`src/orps_pkg.sv`:
```
package orps_pkg;
   // register indices; byte address on apb is four times the index
   localparam int unsigned ADDR_W = 12;
   localparam logic [9:0] IDX_I_THRESH = 10'h211;
   localparam logic [9:0] IDX_Q_THRESH = 10'h212;
   localparam logic [9:0] IDX_OVERRANGE_PIN_CONFIG = 10'h213;
   localparam logic [9:0] IDX_PRESET_MODE = 10'h214;
   localparam logic [9:0] IDX_PRESET_SEL = 10'h215;
   localparam logic [9:0] IDX_EVT_STATUS = 10'h220;
   localparam logic [9:0] IDX_EVT_CLEAR = 10'h221;
   localparam logic [9:0] IDX_EVT_ENABLE = 10'h222;
   localparam logic [9:0] IDX_CHAN_MODE = 10'h223;
   localparam logic [9:0] IDX_LIVE_STATE = 10'h224;

   // reset values
   localparam logic [7:0] RST_I_THRESH = 8'hf2;
   localparam logic [7:0] RST_Q_THRESH = 8'hab;
   localparam logic [7:0] RST_OVERRANGE_PIN_CONFIG = 8'h07;
   localparam logic [7:0] RST_PRESET_MODE = 8'h00;
   localparam logic [7:0] RST_PRESET_SEL = 8'h00;
   localparam logic [7:0] RST_ZERO = 8'h00;

   // field positions
   localparam int unsigned OVERRANGE_PIN_ENABLE_BIT = 3;
   localparam int unsigned PULSE_EXTENSION_EXPONENT_LSB = 0;
   localparam int unsigned PULSE_EXTENSION_EXPONENT_W = 3;
   localparam int unsigned MODE_LSB = 0;
   localparam int unsigned SEL_A_LSB = 0;
   localparam int unsigned SEL_B_LSB = 2;
   localparam int unsigned SINGLE_BIT = 0;
   localparam int unsigned LIVE_ACT_A_LSB = 0;
   localparam int unsigned LIVE_ACT_B_LSB = 2;
   localparam int unsigned LIVE_PIN_LSB = 4;

   // events: bits 0..3 over-range flags, bit 4 preset switch
   localparam int unsigned N_FLAG = 4;
   localparam int unsigned N_EVT = 5;
   localparam int unsigned EVT_PRESET = 4;

   // stretch length is PULSE_BASE << exponent device clock cycles
   localparam int unsigned CNT_W = 11;
   localparam logic [CNT_W-1:0] PULSE_BASE = 11'h008;

   typedef enum logic [1:0] {
      MODE_REG = 2'h0,
      MODE_PINS_AB = 2'h1,
      MODE_PINS_A = 2'h2,
      MODE_RSVD = 2'h3
   } orps_mode_e;
endpackage : orps_pkg

```
`src/orps_overrange_preset.sv`:
```
// Our own choice: the APB slave port.
`timescale 1ns/1ps
module orps_overrange_preset
   import orps_pkg::*;
#(
   parameter int unsigned SAMPLE_W = 16,
   parameter int unsigned FREQ_W = 32,
   parameter int unsigned PHASE_W = 16
) (
   input wire logic i_clk_sys, // device clock
   input wire logic i_srst, // sync reset, active high
   input wire logic i_psel, // apb select
   input wire logic i_penable, // apb enable
   input wire logic i_pwrite, // apb direction
   input wire logic [ADDR_W-1:0] i_paddr, // apb byte address
   input wire logic [31:0] i_pwdata, // apb write data
   input wire logic [3:0] i_pstrb, // apb byte strobes
   output logic o_pready, // apb ready
   output logic [31:0] o_prdata, // apb read data
   output logic o_pslverr, // apb error, unmapped address
   input wire logic i_sample_valid, // converter samples valid
   input wire logic [SAMPLE_W-1:0] i_samp_i_a, // converter A I sample
   input wire logic [SAMPLE_W-1:0] i_samp_q_a, // converter A Q sample
   input wire logic [SAMPLE_W-1:0] i_samp_i_b, // converter B I sample
   input wire logic [SAMPLE_W-1:0] i_samp_q_b, // converter B Q sample
   input wire logic [1:0] i_chan_a_preset_pins, // async preset pins A
   input wire logic [1:0] i_chan_b_preset_pins, // async preset pins B
   input wire logic [4*FREQ_W-1:0] i_conv_a_frequency_word, // 4 words A
   input wire logic [4*PHASE_W-1:0] i_conv_a_phase_word, // 4 words A
   input wire logic [4*FREQ_W-1:0] i_conv_b_frequency_word, // 4 words B
   input wire logic [4*PHASE_W-1:0] i_conv_b_phase_word, // 4 words B
   output logic o_chan_a_range_flag_0, // flag pin A, I
   output logic o_chan_a_range_flag_1, // flag pin A, Q
   output logic o_chan_b_range_flag_0, // flag pin B, I
   output logic o_chan_b_range_flag_1, // flag pin B, Q
   output logic [1:0] o_link_ovr_a, // ungated link bits A {q,i}
   output logic [1:0] o_link_ovr_b, // ungated link bits B {q,i}
   output logic [FREQ_W-1:0] o_osc_a_freq, // active freq word A
   output logic [PHASE_W-1:0] o_osc_a_phase, // active phase word A
   output logic [FREQ_W-1:0] o_osc_b_freq, // active freq word B
   output logic [PHASE_W-1:0] o_osc_b_phase, // active phase word B
   output logic o_irq // level interrupt
);

   logic [7:0] i_thr_r;
   logic [7:0] q_thr_r;
   logic [7:0] overrange_pin_config_r;
   logic [7:0] mode_r;
   logic [7:0] sel_r;
   logic [N_EVT-1:0] stat_r;
   logic [N_EVT-1:0] ien_r;
   logic single_r;
   logic pready_r;
   logic [31:0] prdata_r;
   logic pslverr_r;
   logic irq_r;
   logic [1:0] pin_a_s1_r;
   logic [1:0] pin_a_s2_r;
   logic [1:0] pin_b_s1_r;
   logic [1:0] pin_b_s2_r;
   logic [1:0] act_a_r;
   logic [1:0] act_b_r;
   logic [1:0] act_a_nxt;
   logic [1:0] act_b_nxt;
   logic [N_FLAG-1:0] det;
   logic [N_FLAG-1:0] det_r;
   logic [N_FLAG-1:0] pin_r;
   logic [CNT_W-1:0] cnt_r [N_FLAG];
   logic [SAMPLE_W-1:0] samp [N_FLAG];
   logic [CNT_W-1:0] stretch_len;
   logic wr_acc;
   logic [9:0] idx;
   logic clr_wr;

   function automatic logic [FREQ_W-1:0] pick_f(
      input logic [4*FREQ_W-1:0] words,
      input logic [1:0] n
   );
      pick_f = words[n*FREQ_W +: FREQ_W];
   endfunction : pick_f

   function automatic logic [PHASE_W-1:0] pick_p(
      input logic [4*PHASE_W-1:0] words,
      input logic [1:0] n
   );
      pick_p = words[n*PHASE_W +: PHASE_W];
   endfunction : pick_p

   // magnitude scaled so that full scale is 256; 9 bits to hold 256 itself
   function automatic logic [8:0] level9(input logic [SAMPLE_W-1:0] s);
      logic [SAMPLE_W-1:0] m;
      m = s[SAMPLE_W-1] ? SAMPLE_W'(~s + 1'b1) : s;
      level9 = m[SAMPLE_W-1 -: 9];
   endfunction : level9

   function automatic logic mapped(input logic [9:0] a);
      mapped = (a == IDX_I_THRESH) || (a == IDX_Q_THRESH) ||
         (a == IDX_OVERRANGE_PIN_CONFIG) || (a == IDX_PRESET_MODE) ||
         (a == IDX_PRESET_SEL) || (a == IDX_EVT_STATUS) ||
         (a == IDX_EVT_CLEAR) || (a == IDX_EVT_ENABLE) ||
         (a == IDX_CHAN_MODE) || (a == IDX_LIVE_STATE);
   endfunction : mapped

   // ---------------- apb slave: no wait state, ready in first access cycle, outputs from flops
   assign idx = i_paddr[ADDR_W-1:2];
   assign wr_acc = i_psel && i_penable && pready_r && i_pwrite &&
      i_pstrb[0] && (i_paddr[1:0] == 2'h0) && mapped(idx);
   assign clr_wr = wr_acc && (idx == IDX_EVT_CLEAR);

   always_ff @(posedge i_clk_sys) begin
      if (i_srst) begin
         pready_r <= 1'b0;
         prdata_r <= 32'h0000_0000;
         pslverr_r <= 1'b0;
      end else begin
         pready_r <= i_psel && !i_penable;
         // error stands only with ready, never lingers into idle
         pslverr_r <= 1'b0;
         if (i_psel && !i_penable) begin
            pslverr_r <= !mapped(idx) || (i_paddr[1:0] != 2'h0);
            prdata_r <= 32'h0000_0000;
            case (idx)
               IDX_I_THRESH: prdata_r[7:0] <= i_thr_r;
               IDX_Q_THRESH: prdata_r[7:0] <= q_thr_r;
               IDX_OVERRANGE_PIN_CONFIG: prdata_r[7:0] <= overrange_pin_config_r;
               IDX_PRESET_MODE: prdata_r[7:0] <= mode_r;
               IDX_PRESET_SEL: prdata_r[7:0] <= sel_r;
               IDX_EVT_STATUS: prdata_r[N_EVT-1:0] <= stat_r;
               IDX_EVT_ENABLE: prdata_r[N_EVT-1:0] <= ien_r;
               IDX_CHAN_MODE: prdata_r[SINGLE_BIT] <= single_r;
               IDX_LIVE_STATE: begin
                  prdata_r[LIVE_ACT_A_LSB +: 2] <= act_a_r;
                  prdata_r[LIVE_ACT_B_LSB +: 2] <= act_b_r;
                  prdata_r[LIVE_PIN_LSB +: N_FLAG] <= pin_r;
               end
               default: prdata_r <= 32'h0000_0000;
            endcase
         end
      end
   end

   // config registers; reserved bits are not stored and read zero
   always_ff @(posedge i_clk_sys) begin
      if (i_srst) begin
         i_thr_r <= RST_I_THRESH;
         q_thr_r <= RST_Q_THRESH;
         overrange_pin_config_r <= RST_OVERRANGE_PIN_CONFIG;
         mode_r <= RST_PRESET_MODE;
         sel_r <= RST_PRESET_SEL;
         ien_r <= '0;
         single_r <= 1'b0;
      end else if (wr_acc) begin
         case (idx)
            IDX_I_THRESH: i_thr_r <= i_pwdata[7:0];
            IDX_Q_THRESH: q_thr_r <= i_pwdata[7:0];
            IDX_OVERRANGE_PIN_CONFIG: overrange_pin_config_r <= {4'h0, i_pwdata[3:0]};
            IDX_PRESET_MODE: mode_r <= {6'h00, i_pwdata[1:0]};
            IDX_PRESET_SEL: sel_r <= {4'h0, i_pwdata[3:0]};
            IDX_EVT_ENABLE: ien_r <= i_pwdata[N_EVT-1:0];
            IDX_CHAN_MODE: single_r <= i_pwdata[SINGLE_BIT];
            default: single_r <= single_r;
         endcase
      end
   end

   // ---------------- over-range detection and pulse stretch
   assign samp[0] = i_samp_i_a;
   assign samp[1] = i_samp_q_a;
   assign samp[2] = i_samp_i_b;
   assign samp[3] = i_samp_q_b;
   assign stretch_len = PULSE_BASE << overrange_pin_config_r[PULSE_EXTENSION_EXPONENT_LSB +: PULSE_EXTENSION_EXPONENT_W];

   genvar k;
   generate
      for (k = 0; k < N_FLAG; k++) begin : g_flag
         // even flags watch I against its threshold, odd ones Q
         assign det[k] = i_sample_valid && (level9(samp[k]) >=
            {1'b0, ((k % 2) == 0) ? i_thr_r : q_thr_r});

         always_ff @(posedge i_clk_sys) begin
            if (i_srst) begin
               cnt_r[k] <= '0;
               pin_r[k] <= 1'b0;
            end else begin
               // retrigger restarts the full minimum window
               if (det[k]) begin
                  cnt_r[k] <= stretch_len - 1'b1;
               end else if (cnt_r[k] != '0) begin
                  cnt_r[k] <= cnt_r[k] - 1'b1;
               end
               // a pin rises only on a fresh detection, so enabling
               // mid-stretch never shows a short remainder
               pin_r[k] <= overrange_pin_config_r[OVERRANGE_PIN_ENABLE_BIT] &&
                  (det[k] || (pin_r[k] && (cnt_r[k] != '0)));
            end
         end
      end
   endgenerate

   // link bits follow detection directly, independent of pin enable
   always_ff @(posedge i_clk_sys) begin
      if (i_srst) begin
         det_r <= '0;
      end else begin
         det_r <= det;
      end
   end

   // ---------------- preset selection
   always_ff @(posedge i_clk_sys) begin
      if (i_srst) begin
         pin_a_s1_r <= 2'h0;
         pin_a_s2_r <= 2'h0;
         pin_b_s1_r <= 2'h0;
         pin_b_s2_r <= 2'h0;
      end else begin
         pin_a_s1_r <= i_chan_a_preset_pins;
         pin_a_s2_r <= pin_a_s1_r;
         pin_b_s1_r <= i_chan_b_preset_pins;
         pin_b_s2_r <= pin_b_s1_r;
      end
   end

   always_comb begin
      act_a_nxt = act_a_r;
      act_b_nxt = act_b_r;
      case (orps_mode_e'(mode_r[MODE_LSB +: 2]))
         MODE_REG: begin
            act_a_nxt = sel_r[SEL_A_LSB +: 2];
            act_b_nxt = sel_r[SEL_B_LSB +: 2];
         end
         MODE_PINS_AB: begin
            act_a_nxt = pin_a_s2_r;
            act_b_nxt = pin_b_s2_r;
         end
         MODE_PINS_A: begin
            act_a_nxt = pin_a_s2_r;
            act_b_nxt = pin_a_s2_r;
         end
         // reserved code keeps the last active presets
         default: begin
            act_a_nxt = act_a_r;
            act_b_nxt = act_b_r;
         end
      endcase
      // single channel: converter B unused, it tracks A's choice
      if (single_r) begin
         act_b_nxt = act_a_nxt;
      end
   end

   always_ff @(posedge i_clk_sys) begin
      if (i_srst) begin
         act_a_r <= 2'h0;
         act_b_r <= 2'h0;
         o_osc_a_freq <= '0;
         o_osc_a_phase <= '0;
         o_osc_b_freq <= '0;
         o_osc_b_phase <= '0;
      end else begin
         act_a_r <= act_a_nxt;
         act_b_r <= act_b_nxt;
         o_osc_a_freq <= pick_f(i_conv_a_frequency_word, act_a_r);
         o_osc_a_phase <= pick_p(i_conv_a_phase_word, act_a_r);
         o_osc_b_freq <= pick_f(i_conv_b_frequency_word, act_b_r);
         o_osc_b_phase <= pick_p(i_conv_b_phase_word, act_b_r);
      end
   end

   // ---------------- interrupt: sticky status, set beats clear
   always_ff @(posedge i_clk_sys) begin
      if (i_srst) begin
         stat_r <= '0;
         irq_r <= 1'b0;
      end else begin
         stat_r <= (stat_r & ~({N_EVT{clr_wr}} & i_pwdata[N_EVT-1:0])) |
            {(act_a_nxt != act_a_r) || (act_b_nxt != act_b_r), det};
         irq_r <= |(stat_r & ien_r);
      end
   end

   assign o_pready = pready_r;
   assign o_prdata = prdata_r;
   assign o_pslverr = pslverr_r;
   assign o_irq = irq_r;
   assign o_chan_a_range_flag_0 = pin_r[0];
   assign o_chan_a_range_flag_1 = pin_r[1];
   assign o_chan_b_range_flag_0 = pin_r[2];
   assign o_chan_b_range_flag_1 = pin_r[3];
   assign o_link_ovr_a = det_r[1:0];
   assign o_link_ovr_b = det_r[3:2];

endmodule : orps_overrange_preset

```
`config.mk`:
```
export PLATFORM = sky130hd
export DESIGN_NAME = orps_overrange_preset
export DESIGN_NICKNAME = d
export VERILOG_FILES = /design/src/orps_pkg.sv /design/src/orps_overrange_preset.sv
export SDC_FILE = /design/constraint.sdc
export NUM_CORES = 1
export LEC_CHECK = 0
export BUFFER_PORTS_ARGS = -buffer_cell sky130_fd_sc_hd__buf_2
export CAP_MARGIN = 40
export CORE_AREA = 8 8 247 249
export CTS_CLUSTER_DIAMETER = 100
export DETAILED_ROUTE_END_ITERATION = 6
export DIE_AREA = 0 0 255 257
export HOLD_SLACK_MARGIN = 0.05
export PLACE_DENSITY_LB_ADDON = 0.2
export SLEW_MARGIN = 20
export SYNTH_ARGS = -nofsm -noshare
export SYNTH_HDL_FRONTEND = slang
export SYNTH_SLANG_ARGS = --single-unit
```
`constraint.sdc`:
```
create_clock -name i_clk_sys -period 13.7 [get_ports i_clk_sys]
set_clock_uncertainty 0.2 [all_clocks]
set_input_delay 2.74 -clock i_clk_sys [delete_from_list [all_inputs] [get_ports i_clk_sys]]
set_output_delay 2.74 -clock i_clk_sys [all_outputs]
set_load 0.02 [all_outputs]
```
==> run_results.csv, run 1 <==
group,metric,value,unit
placed_design,io_buffers,593,
worst_setup_path,cp.arrival,6.16,ns
synthesis,yosys.area_share.simple,17.24,%
power_and_ir_drop,p_leak,7.524,nW
die,fp-row-count,88,
global_route,grt_max_degree,69,
synthesis,yosysSeqAreaShare,37.49,%
detailed_routing,dr.pass1.iters,5,
worst_setup_path,rr_startpoint,"cnt_r[2][2]",
global_route,grt_pass1_wl,75790,um
timing,maxSlewViolCount,0,
timing,min_period_over_period,44.84,%
synthesis,synthesis.area,0.01228,sq mm
worst_setup_path,path_class,"in2reg",
timing,rsz0062_at_grt,"no",
timing,setup_violations,0,
layout,utilization,29.73,%
layout,fin_nets,2254,
cts,clockBufferDepth,3,
detailed_routing,post_drt_wl_per_cell,21.17,um
layout,final_cell_mix,"buf_2 (593), dfxtp_1 (160), nor2b_1 (120), mux4_2 (96), nand2_1 (61)",
worst_setup_path,end_kind,"flip-flop",
die,die_w,255,um
layout,layout_commonest_cell,"buf_2",
synthesis,synthXorXnorAreaFrac,4.921,%
cts,clock-sinks,208,
die,die-area,0.06554,sq mm
detailed_routing,totalWireLength,52830,um
synthesis,synth_edf_count,44,
worst_setup_path,crit_path_start,"i_samp_q_a[4]",
min_path,hold_class,"reg2reg",
layout,final_cells,2496,
detailed_routing,drc,0,
cts,htreeDepth,1,
worst_setup_path,rrSetupSlack,10.56,ns
layout,final_area,0.01696,sq mm
synthesis,ys_types,71,
die,initial_utilization,21.53,%
die,coreArea,0.05703,sq mm
synthesis,yosys.area_share.adder,4.075,%
worst_setup_path,worstSetupStartpointType,"input port",
global_route,antenna_found_initial,21,
die,die_y,257,um
cts,numCtsBuffers,27,
synthesis,ys.flop_type,"dfxtp_1",
synthesis,async_flop_share,0,%
timing,hold_violations,0,
synthesis,synthTopCellsByArea,"dfxtp_1 (27%), mux4_2 (18%), edfxtp_1 (11%)",
synthesis,synth_top_family_by_area,"multiplexers",
synthesis,synth_top_cell_by_area,"dfxtp_1",
timing,slew_headroom,46.27,%
placed_design,place_congestion,0.8541,
placed_design,placed_cells,2444,
cts,ctsResizeCount,0,
cts,tritoncts,"yes",
cts,ctsHoldBuffers,0,
timing,fin_tns_setup,0,ns
synthesis,synth.avg_cell_area,10.73,sq um
synthesis,synth-compound-area-share,9.445,%
cts,root_buffer,"clkbuf_16",
detailed_routing,postRouteAntennaNets,0,
synthesis,ys_warn_count,0,
synthesis,synth_top_area_share,26.73,%
synthesis,synthCells,1145,
detailed_routing,drt_iter0_drc,692,
layout,syn_to_final_growth,38.06,%
power_and_ir_drop,power,1.977,mW
cts,insertion_delay,0.55,ns
worst_setup_path,reg2reg_to,"cnt_r[2][6]",
cts,path_clk_slew,0.06,ns
global_route,grt_pass1_vias,11990,
outcome,outcome,"complete, no violations",
power_and_ir_drop,ir_worst_vdd,80.86,uV
cts,post_cts_buffers,0,
timing,max_freq,162.8,MHz
power_and_ir_drop,p_per_area,116.6,mW/mm^2
worst_setup_path,required,13.72,ns
global_route,overflow,0,
placed_design,dp_hpwl,43430,um
detailed_routing,vias_per_cell,4.533,
timing,worstMarginPinSlew,0.8059,ns
synthesis,yosys_register_bits,208,
worst_setup_path,endpoint,"cnt_r[1][0]",
detailed_routing,num_vias,11310,
synthesis,muxShareOfSynthArea,21.77,%
worst_setup_path,reg2reg_depth,5,
placed_design,dpl_cell_area,0.01606,sq mm
timing,finalCriticalPeriod,6.143,ns
die,io_pins,645,
global_route,gr-usage-all-layers,15.13,%
layout,drive_gt1_share,45.02,%
run,maxCapViolCount,0,
worst_setup_path,path_max_fanout,14,
-- final cells by class --
class,count,area [sq um]
fill,6118,40080
multi-input combinational,825,7164
sequential,208,4614
timing repair buffer,611,3191
tap,765,957.2
clock buffer,41,828.3
inverter,35,131.4
clock inverter,6,56.30
antenna,5,12.51
-- state kept, by name, summed over array words and instances (netlist names), 8 cells and up --
register / flops
o_osc_b_phase: 16
o_osc_b_freq: 32
cnt_r: 44
o_prdata: 8
o_osc_a_phase: 16
o_osc_a_freq: 32
i_thr_r: 8
q_thr_r: 8
-- layer usage --
| metal | GRT usage [%] | vias to the layer above | routed length (um) |
|---|---|---|---|
| li1 | - | 5322 | - |
| met1 | 18.14 | 5428 | 21120 |
| met2 | 25.36 | 476 | 25200 |
| met3 | 5.998 | 76 | 5480 |
| met4 | 3.144 | 12 | 954 |
| met5 | 0 | - | 78 |
-- cells in the mapped netlist, types with 24 or more instances --
master / n
a21oi_1: 41
o21ai_0: 25
mux4_2: 96
nand2_1: 61
clkbuf_1: 57
dfxtp_1: 164
mux2i_1: 41
ha_1: 40
nor2b_1: 120
xor2_1: 28
nor2_1: 60
edfxtp_1: 44
inv_1: 35
buf_4: 24
xnor2_1: 41
-- critical path: stages --
cell and delay [ns]:
buf_2 0.09, or4_1 0.53, or2_1 0.32, or4_1 0.51, nand2_1 0.10, xnor2_1 0.12, ha_1 0.26, a22oi_1 0.19
nand2_1 0.08, a31oi_1 0.24, o311ai_2 0.13, buf_4 0.22, or3b_1 0.61
-- metrics by stage --
stage	worst slack (ns)	hold slack, ns
final	7.557	0.2409
after global routing	7.390	0.2630
after CTS	7.590	0.2569
after detailed placement	6.974	0.2409
after global placement	6.468	0.2308
after floorplan	7.420	0.2138
-- worst min-delay path by stage --
stage | startpoint | to | slack [ns] | cells past startpoint
after floorplan | pin_a_s1_r[0] | pin_a_s2_r[0] | 0.21 | 1
after global placement | pin_b_s1_r[1] | pin_b_s2_r[1] | 0.23 | 1
after detailed placement | pin_b_s1_r[1] | pin_b_s2_r[1] | 0.24 | 1
after CTS | pin_a_s1_r[1] | pin_a_s2_r[1] | 0.26 | 1
after global routing | pin_b_s1_r[1] | pin_b_s2_r[1] | 0.26 | 1
final | pin_b_s1_r[1] | pin_b_s2_r[1] | 0.24 | 1
-- logic make-up (layout without fill, tap and decap cells) --
group,Yosys count,after routing
compound gates,167,167
xor+xnor,69,69
fa+ha+maj,40,40
buf+inv,135,693
flops,208,208
mux,146,146
other cells,1,29
simple gates,379,379
-- report_power, final --
group          internal, mW  switching, mW
logic                 0.237          0.259
clock network         0.431          0.283
registers             0.717         0.0505
total                  1.38          0.592
(Power assumes the default switching activity.)
==> run 2: changes to the inputs <==
CORE_AREA = 8 8 242 244   (was 8 8 247 249)
DIE_AREA = 0 0 250 252   (was 0 0 255 257)
clock period = 6.35 ns   (was 13.7 ns; I/O delays follow)
==> run_results.csv, run 2 (same netlist as run 1, synthesis figures left out) <==
group,metric,value,unit
cts,clockBufferDepth,3,
worst_setup_path,rr_startpoint,"i_thr_r[2]",
placed_design,dpl_cell_area,0.01593,sq mm
detailed_routing,drc,0,
global_route,gr-usage-all-layers,15.73,%
run,maxCapViolCount,0,
placed_design,dp_hpwl,43780,um
layout,layout_commonest_cell,"buf_2",
timing,rsz0062_at_grt,"no",
timing,fin_tns_setup,0,ns
layout,reg.largest.list,"cnt_r (44), o_osc_a_freq (32), o_osc_b_freq (32)",
placed_design,placed_cells,2382,
detailed_routing,totalWireLength,53000,um
power_and_ir_drop,ir_worst_vdd,212.2,uV
layout,final_cell_mix,"buf_2 (592), dfxtp_1 (160), nor2b_1 (120), mux4_2 (96), nand2_1 (61)",
power_and_ir_drop,p_sw,1.293,mW
worst_setup_path,endpoint,"cnt_r[2][10]",
power_and_ir_drop,p_seq_share,38.4,%
power_and_ir_drop,p_leak,7.534,nW
worst_setup_path,cp.arrival,4.70,ns
cts,clock-sinks,208,
cts,insertion_delay,0.55,ns
power_and_ir_drop,combPwrFrac,24.6,%
timing,slew_headroom,49.12,%
worst_setup_path,cp_num_buf_inv,1,
power_and_ir_drop,p_per_area,255.9,mW/mm^2
outcome,outcome,"complete, no violations",
global_route,antenna_found_initial,14,
timing,worstMarginPinSlew,0.7562,ns
worst_setup_path,reg2reg_to,"cnt_r[2][10]",
detailed_routing,postRouteAntennaNets,0,
die,die-area,0.06300,sq mm
power_and_ir_drop,power,4.323,mW
timing,hold_violations,0,
layout,syn_to_final_growth,37.53,%
die,die_w,250,um
timing,setup_violations,0,
cts,root_buffer,"clkbuf_16",
layout,largest_reg_flops,44,
layout,final_cells,2438,
worst_setup_path,end_kind,"flip-flop",
global_route,grt_pass1_wl,76220,um
layout,fin_nets,2255,
power_and_ir_drop,swShare,29.92,%
power_and_ir_drop,clkPwrFrac,37.0,%
placed_design,place_congestion,0.9252,
worst_setup_path,cp_num_cells,12,
worst_setup_path,worstSetupStartpointType,"input port",
global_route,overflow,0,
worst_setup_path,crit_family,"simple AND/OR/NAND/NOR gates",
cts,numCtsBuffers,28,
layout,drive_gt1_share,45.00,%
detailed_routing,drt_iter0_drc,632,
timing,max_freq,209.7,MHz
worst_setup_path,slowest_stage,"a31oi_1",
worst_setup_path,path_class,"in2reg",
timing,maxSlewViolCount,0,
worst_setup_path,cp_cell_sequence,"buf_2 > nor4_1 > nand2_1 > or3_1 > o31a_1 > xor2_1 > ha_1 > a21oi_1 > o21a_1 > o21ai_0 > a31oi_1 > nand3b_1",
die,coreArea,0.05466,sq mm
global_route,grt_pass1_vias,11770,
worst_setup_path,path_max_fanout,11,
worst_setup_path,rrSetupSlack,3.30,ns
detailed_routing,dr.pass1.iters,6,
cts,tritoncts,"yes",
cts,post_cts_buffers,0,
cts,ctsResizeCount,0,
cts,path_clk_slew,0.06,ns
detailed_routing,post_drt_wl_per_cell,21.74,um
placed_design,io_buffers,593,
global_route,grt_max_degree,70,
layout,final_area,0.01689,sq mm
detailed_routing,num_vias,11320,
cts,ctsHoldBuffers,0,
die,io_pins,645,
worst_setup_path,cpPeakStageDelay,0.58,ns
timing,min_period_over_period,75.10,%
die,fp-row-count,86,
die,initial_utilization,22.47,%
die,die_y,252,um
timing,finalCriticalPeriod,4.769,ns
worst_setup_path,reg2reg_depth,7,
worst_setup_path,crit_path_start,"i_samp_i_b[4]",
cts,htreeDepth,1,
layout,regMostFlops,"cnt_r",
power_and_ir_drop,p_int,3.029,mW
worst_setup_path,required,6.28,ns
min_path,hold_class,"reg2reg",
detailed_routing,vias_per_cell,4.642,
## run 2: layer usage
layer	vias up	routed length, um	track usage [%]
met5	-	40	0
met4	6	791	2.660
met3	64	5588	6.833
met2	470	25230	26.05
met1	5450	21350	19.13
li1	5327	-	-
## run 2: stage by stage
stage	utilization [%]	hold WS [ns]	setup slack, ns
3_3_place_gp	29.05	0.2357	1.104
3_5_place_dp	29.15	0.2327	0.9781
5_1_grt	30.89	0.2578	1.386
6_report	30.90	0.2413	1.581
2_1_floorplan	-	0.2138	1.540
4_1_cts	30.87	0.2518	1.572
## run 2: final cells by class
type | instances | area [sq um]
tap | 704 | 880.8
clock inverter | 10 | 85.08
fill | 5769 | 37770
sequential | 208 | 4614
timing repair buffer | 611 | 3149
multi-input combinational | 825 | 7164
inverter | 35 | 131.4
clock buffer | 42 | 857.1
antenna | 3 | 7.507
## run 2: worst min-delay path by stage
| stage | start | end | slack (ns) | depth (start not counted) |
|---|---|---|---|---|
| floorplan | pin_a_s1_r[0] | pin_a_s2_r[0] | 0.21 | 1 |
| global placement | pin_a_s1_r[0] | pin_a_s2_r[0] | 0.24 | 1 |
| detailed placement | pin_a_s1_r[1] | pin_a_s2_r[1] | 0.23 | 1 |
| CTS | pin_b_s1_r[0] | pin_b_s2_r[0] | 0.25 | 1 |
| global route | pin_a_s1_r[0] | pin_a_s2_r[0] | 0.26 | 1 |
| finish | pin_a_s1_r[0] | pin_a_s2_r[0] | 0.24 | 1 |
## run 2: worst register-to-register path: stages (launching register included)
cell and delay (ns):
dfxtp_1 0.40, inv_1 0.11, ha_1 0.32, a21o_1 0.16, a31oi_1 0.14, o21ai_0 0.15, a31oi_1 0.59, nand3b_1 0.57
## run 2: power groups by stage
stage / registers, mW / logic (mW) / clock network, mW
floorplan: 1.70 / 0.663 / 0
global placement: 1.68 / 1.05 / 0
detailed placement: 1.68 / 1.06 / 0
CTS: 1.66 / 1.07 / 1.66
global route: 1.68 / 1.19 / 1.71
finish: 1.66 / 1.06 / 1.60
==> run 3: changes to the inputs <==
clock period = 4.65 ns   (was 6.35 ns; I/O delays follow)
==> run_results.csv, run 3 (same netlist as run 1, synthesis figures left out) <==
group,metric,value,unit
outcome,outcome,"complete, no violations",
cts,insertion_delay,0.56,ns
worst_setup_path,worstSetupStartpointType,"input port",
global_route,grt_max_degree,79,
placed_design,dp_hpwl,44230,um
placed_design,io_buffers,593,
power_and_ir_drop,ir_worst_vdd,250.7,uV
detailed_routing,vias_per_cell,4.641,
run,maxCapViolCount,0,
layout,regMostFlops,"cnt_r",
detailed_routing,post_drt_wl_per_cell,21.84,um
detailed_routing,drc,0,
layout,layout_commonest_cell,"buf_2",
cts,ctsResizeCount,0,
timing,worstMarginPinSlew,0.7980,ns
worst_setup_path,reg2reg_depth,6,
timing,slew_headroom,46.66,%
timing,rsz0062_at_grt,"no",
worst_setup_path,path_class,"in2reg",
global_route,grt_pass1_vias,11880,
layout,largest_reg_flops,44,
timing,setup_violations,0,
cts,path_clk_slew,0.06,ns
die,die-area,0.06300,sq mm
detailed_routing,drt_iter0_drc,627,
worst_setup_path,path_max_fanout,7,
min_path,hold_depth,1,
die,die_w,250,um
power_and_ir_drop,p_sw,1.742,mW
die,initial_utilization,22.47,%
detailed_routing,num_vias,11360,
placed_design,place_congestion,0.9332,
die,die_y,252,um
power_and_ir_drop,clkPwrFrac,36.5,%
worst_setup_path,cp.arrival,4.22,ns
timing,max_freq,244.4,MHz
power_and_ir_drop,swShare,29.83,%
layout,drive_gt1_share,45.14,%
global_route,overflow,0,
power_and_ir_drop,combPwrFrac,24.8,%
global_route,grt_pass1_wl,76750,um
die,coreArea,0.05466,sq mm
timing,maxSlewViolCount,0,
power_and_ir_drop,p_per_area,344.8,mW/mm^2
cts,clockBufferDepth,3,
worst_setup_path,required,4.77,ns
timing,fin_tns_setup,0,ns
layout,syn_to_final_growth,37.92,%
detailed_routing,dr.pass1.iters,6,
worst_setup_path,rrSetupSlack,1.77,ns
die,fp-row-count,86,
cts,root_buffer,"clkbuf_16",
power_and_ir_drop,p_int,4.098,mW
power_and_ir_drop,p_leak,7.546,nW
layout,final_cell_mix,"buf_2 (593), dfxtp_1 (160), nor2b_1 (120), mux4_2 (96), nand2_1 (61)",
cts,ctsHoldBuffers,0,
min_path,hold_class,"reg2reg",
power_and_ir_drop,power,5.840,mW
detailed_routing,postRouteAntennaNets,0,
global_route,gr-usage-all-layers,15.88,%
layout,fin_nets,2263,
detailed_routing,totalWireLength,53450,um
global_route,antenna_found_initial,18,
cts,post_cts_buffers,0,
timing,hold_slack,0.2433,ns
placed_design,dpl_cell_area,0.01599,sq mm
cts,htreeDepth,1,
cts,tritoncts,"yes",
timing,hold_violations,0,
timing,min_period_over_period,88.01,%
die,io_pins,645,
layout,final_area,0.01694,sq mm
power_and_ir_drop,p_seq_share,38.8,%
cts,clock-sinks,208,
cts,numCtsBuffers,27,
worst_setup_path,end_kind,"flip-flop",
timing,finalCriticalPeriod,4.092,ns
layout,utilization,30.99,%
layout,reg.largest.list,"cnt_r (44), o_osc_a_freq (32), o_osc_b_freq (32)",
## run 3: cell count changes in the layout (fill, tap and decap cells not counted), sizes merged
cell and delta:
inv -1, diode +3, buf +9, clkbuf -4, clkinv -1, clkinvlp +2
bufinv +1
## run 3: power groups by stage
stage	Sequential, mW	Clock [mW]	Combinational (mW)
2_1_floorplan	2.32	0	0.905
3_3_place_gp	2.30	0	1.42
3_5_place_dp	2.30	0	1.45
4_1_cts	2.26	2.23	1.46
5_1_grt	2.29	2.29	1.62
6_report	2.26	2.13	1.45
## run 3: final timing paths
check / startpoint / endpoint
worst max-delay path: i_samp_q_a[4] / cnt_r[1][10]
worst min-delay path: pin_a_s1_r[0] / pin_a_s2_r[0]
worst max register to register: cnt_r[2][2] / cnt_r[2][3]
worst min register to register: pin_a_s1_r[0] / pin_a_s2_r[0]
## run 3: area by class of cell
cell class / count / area (sq um)
Fill cell: 5705 / 37720
Multi-Input combinational cell: 825 / 7164
Sequential cell: 208 / 4614
Timing Repair Buffer: 620 / 3228
Tap cell: 704 / 880.8
Clock buffer: 38 / 788.3
Inverter: 35 / 131.4
Clock inverter: 11 / 115.1
Antenna cell: 6 / 15.01
## run 3: per-layer routing
| layer | vias up | track usage (%) | share of wire [%] | routed length, um |
|---|---|---|---|---|
| met5 | - | 0 | 0.095 | 51 |
| met4 | 8 | 3.060 | 2.2 | 1177 |
| met3 | 76 | 6.956 | 10 | 5512 |
| met2 | 504 | 26.47 | 47 | 25320 |
| met1 | 5424 | 19.00 | 40 | 21380 |
| li1 | 5344 | - | - | - |
## run 3: through the flow
stage	setup slack (ns)	std cells
3_5_place_dp	-0.01113	2390
6_report	0.5577	2447
3_3_place_gp	0.007305	2386
5_1_grt	0.4288	2442
4_1_cts	0.6013	2439
2_1_floorplan	0.1800	1168
## run 3: worst max-delay path: stages
cell	delay, ns
buf_2	0.09
or4_1	0.53
or2_1	0.25
or4_1	0.49
nand2_1	0.10
xnor2_1	0.13
ha_1	0.27
a22oi_1	0.17
nand2_1	0.08
a31oi_1	0.25
o311ai_2	0.29
or3b_1	0.45
buf_4	0.18
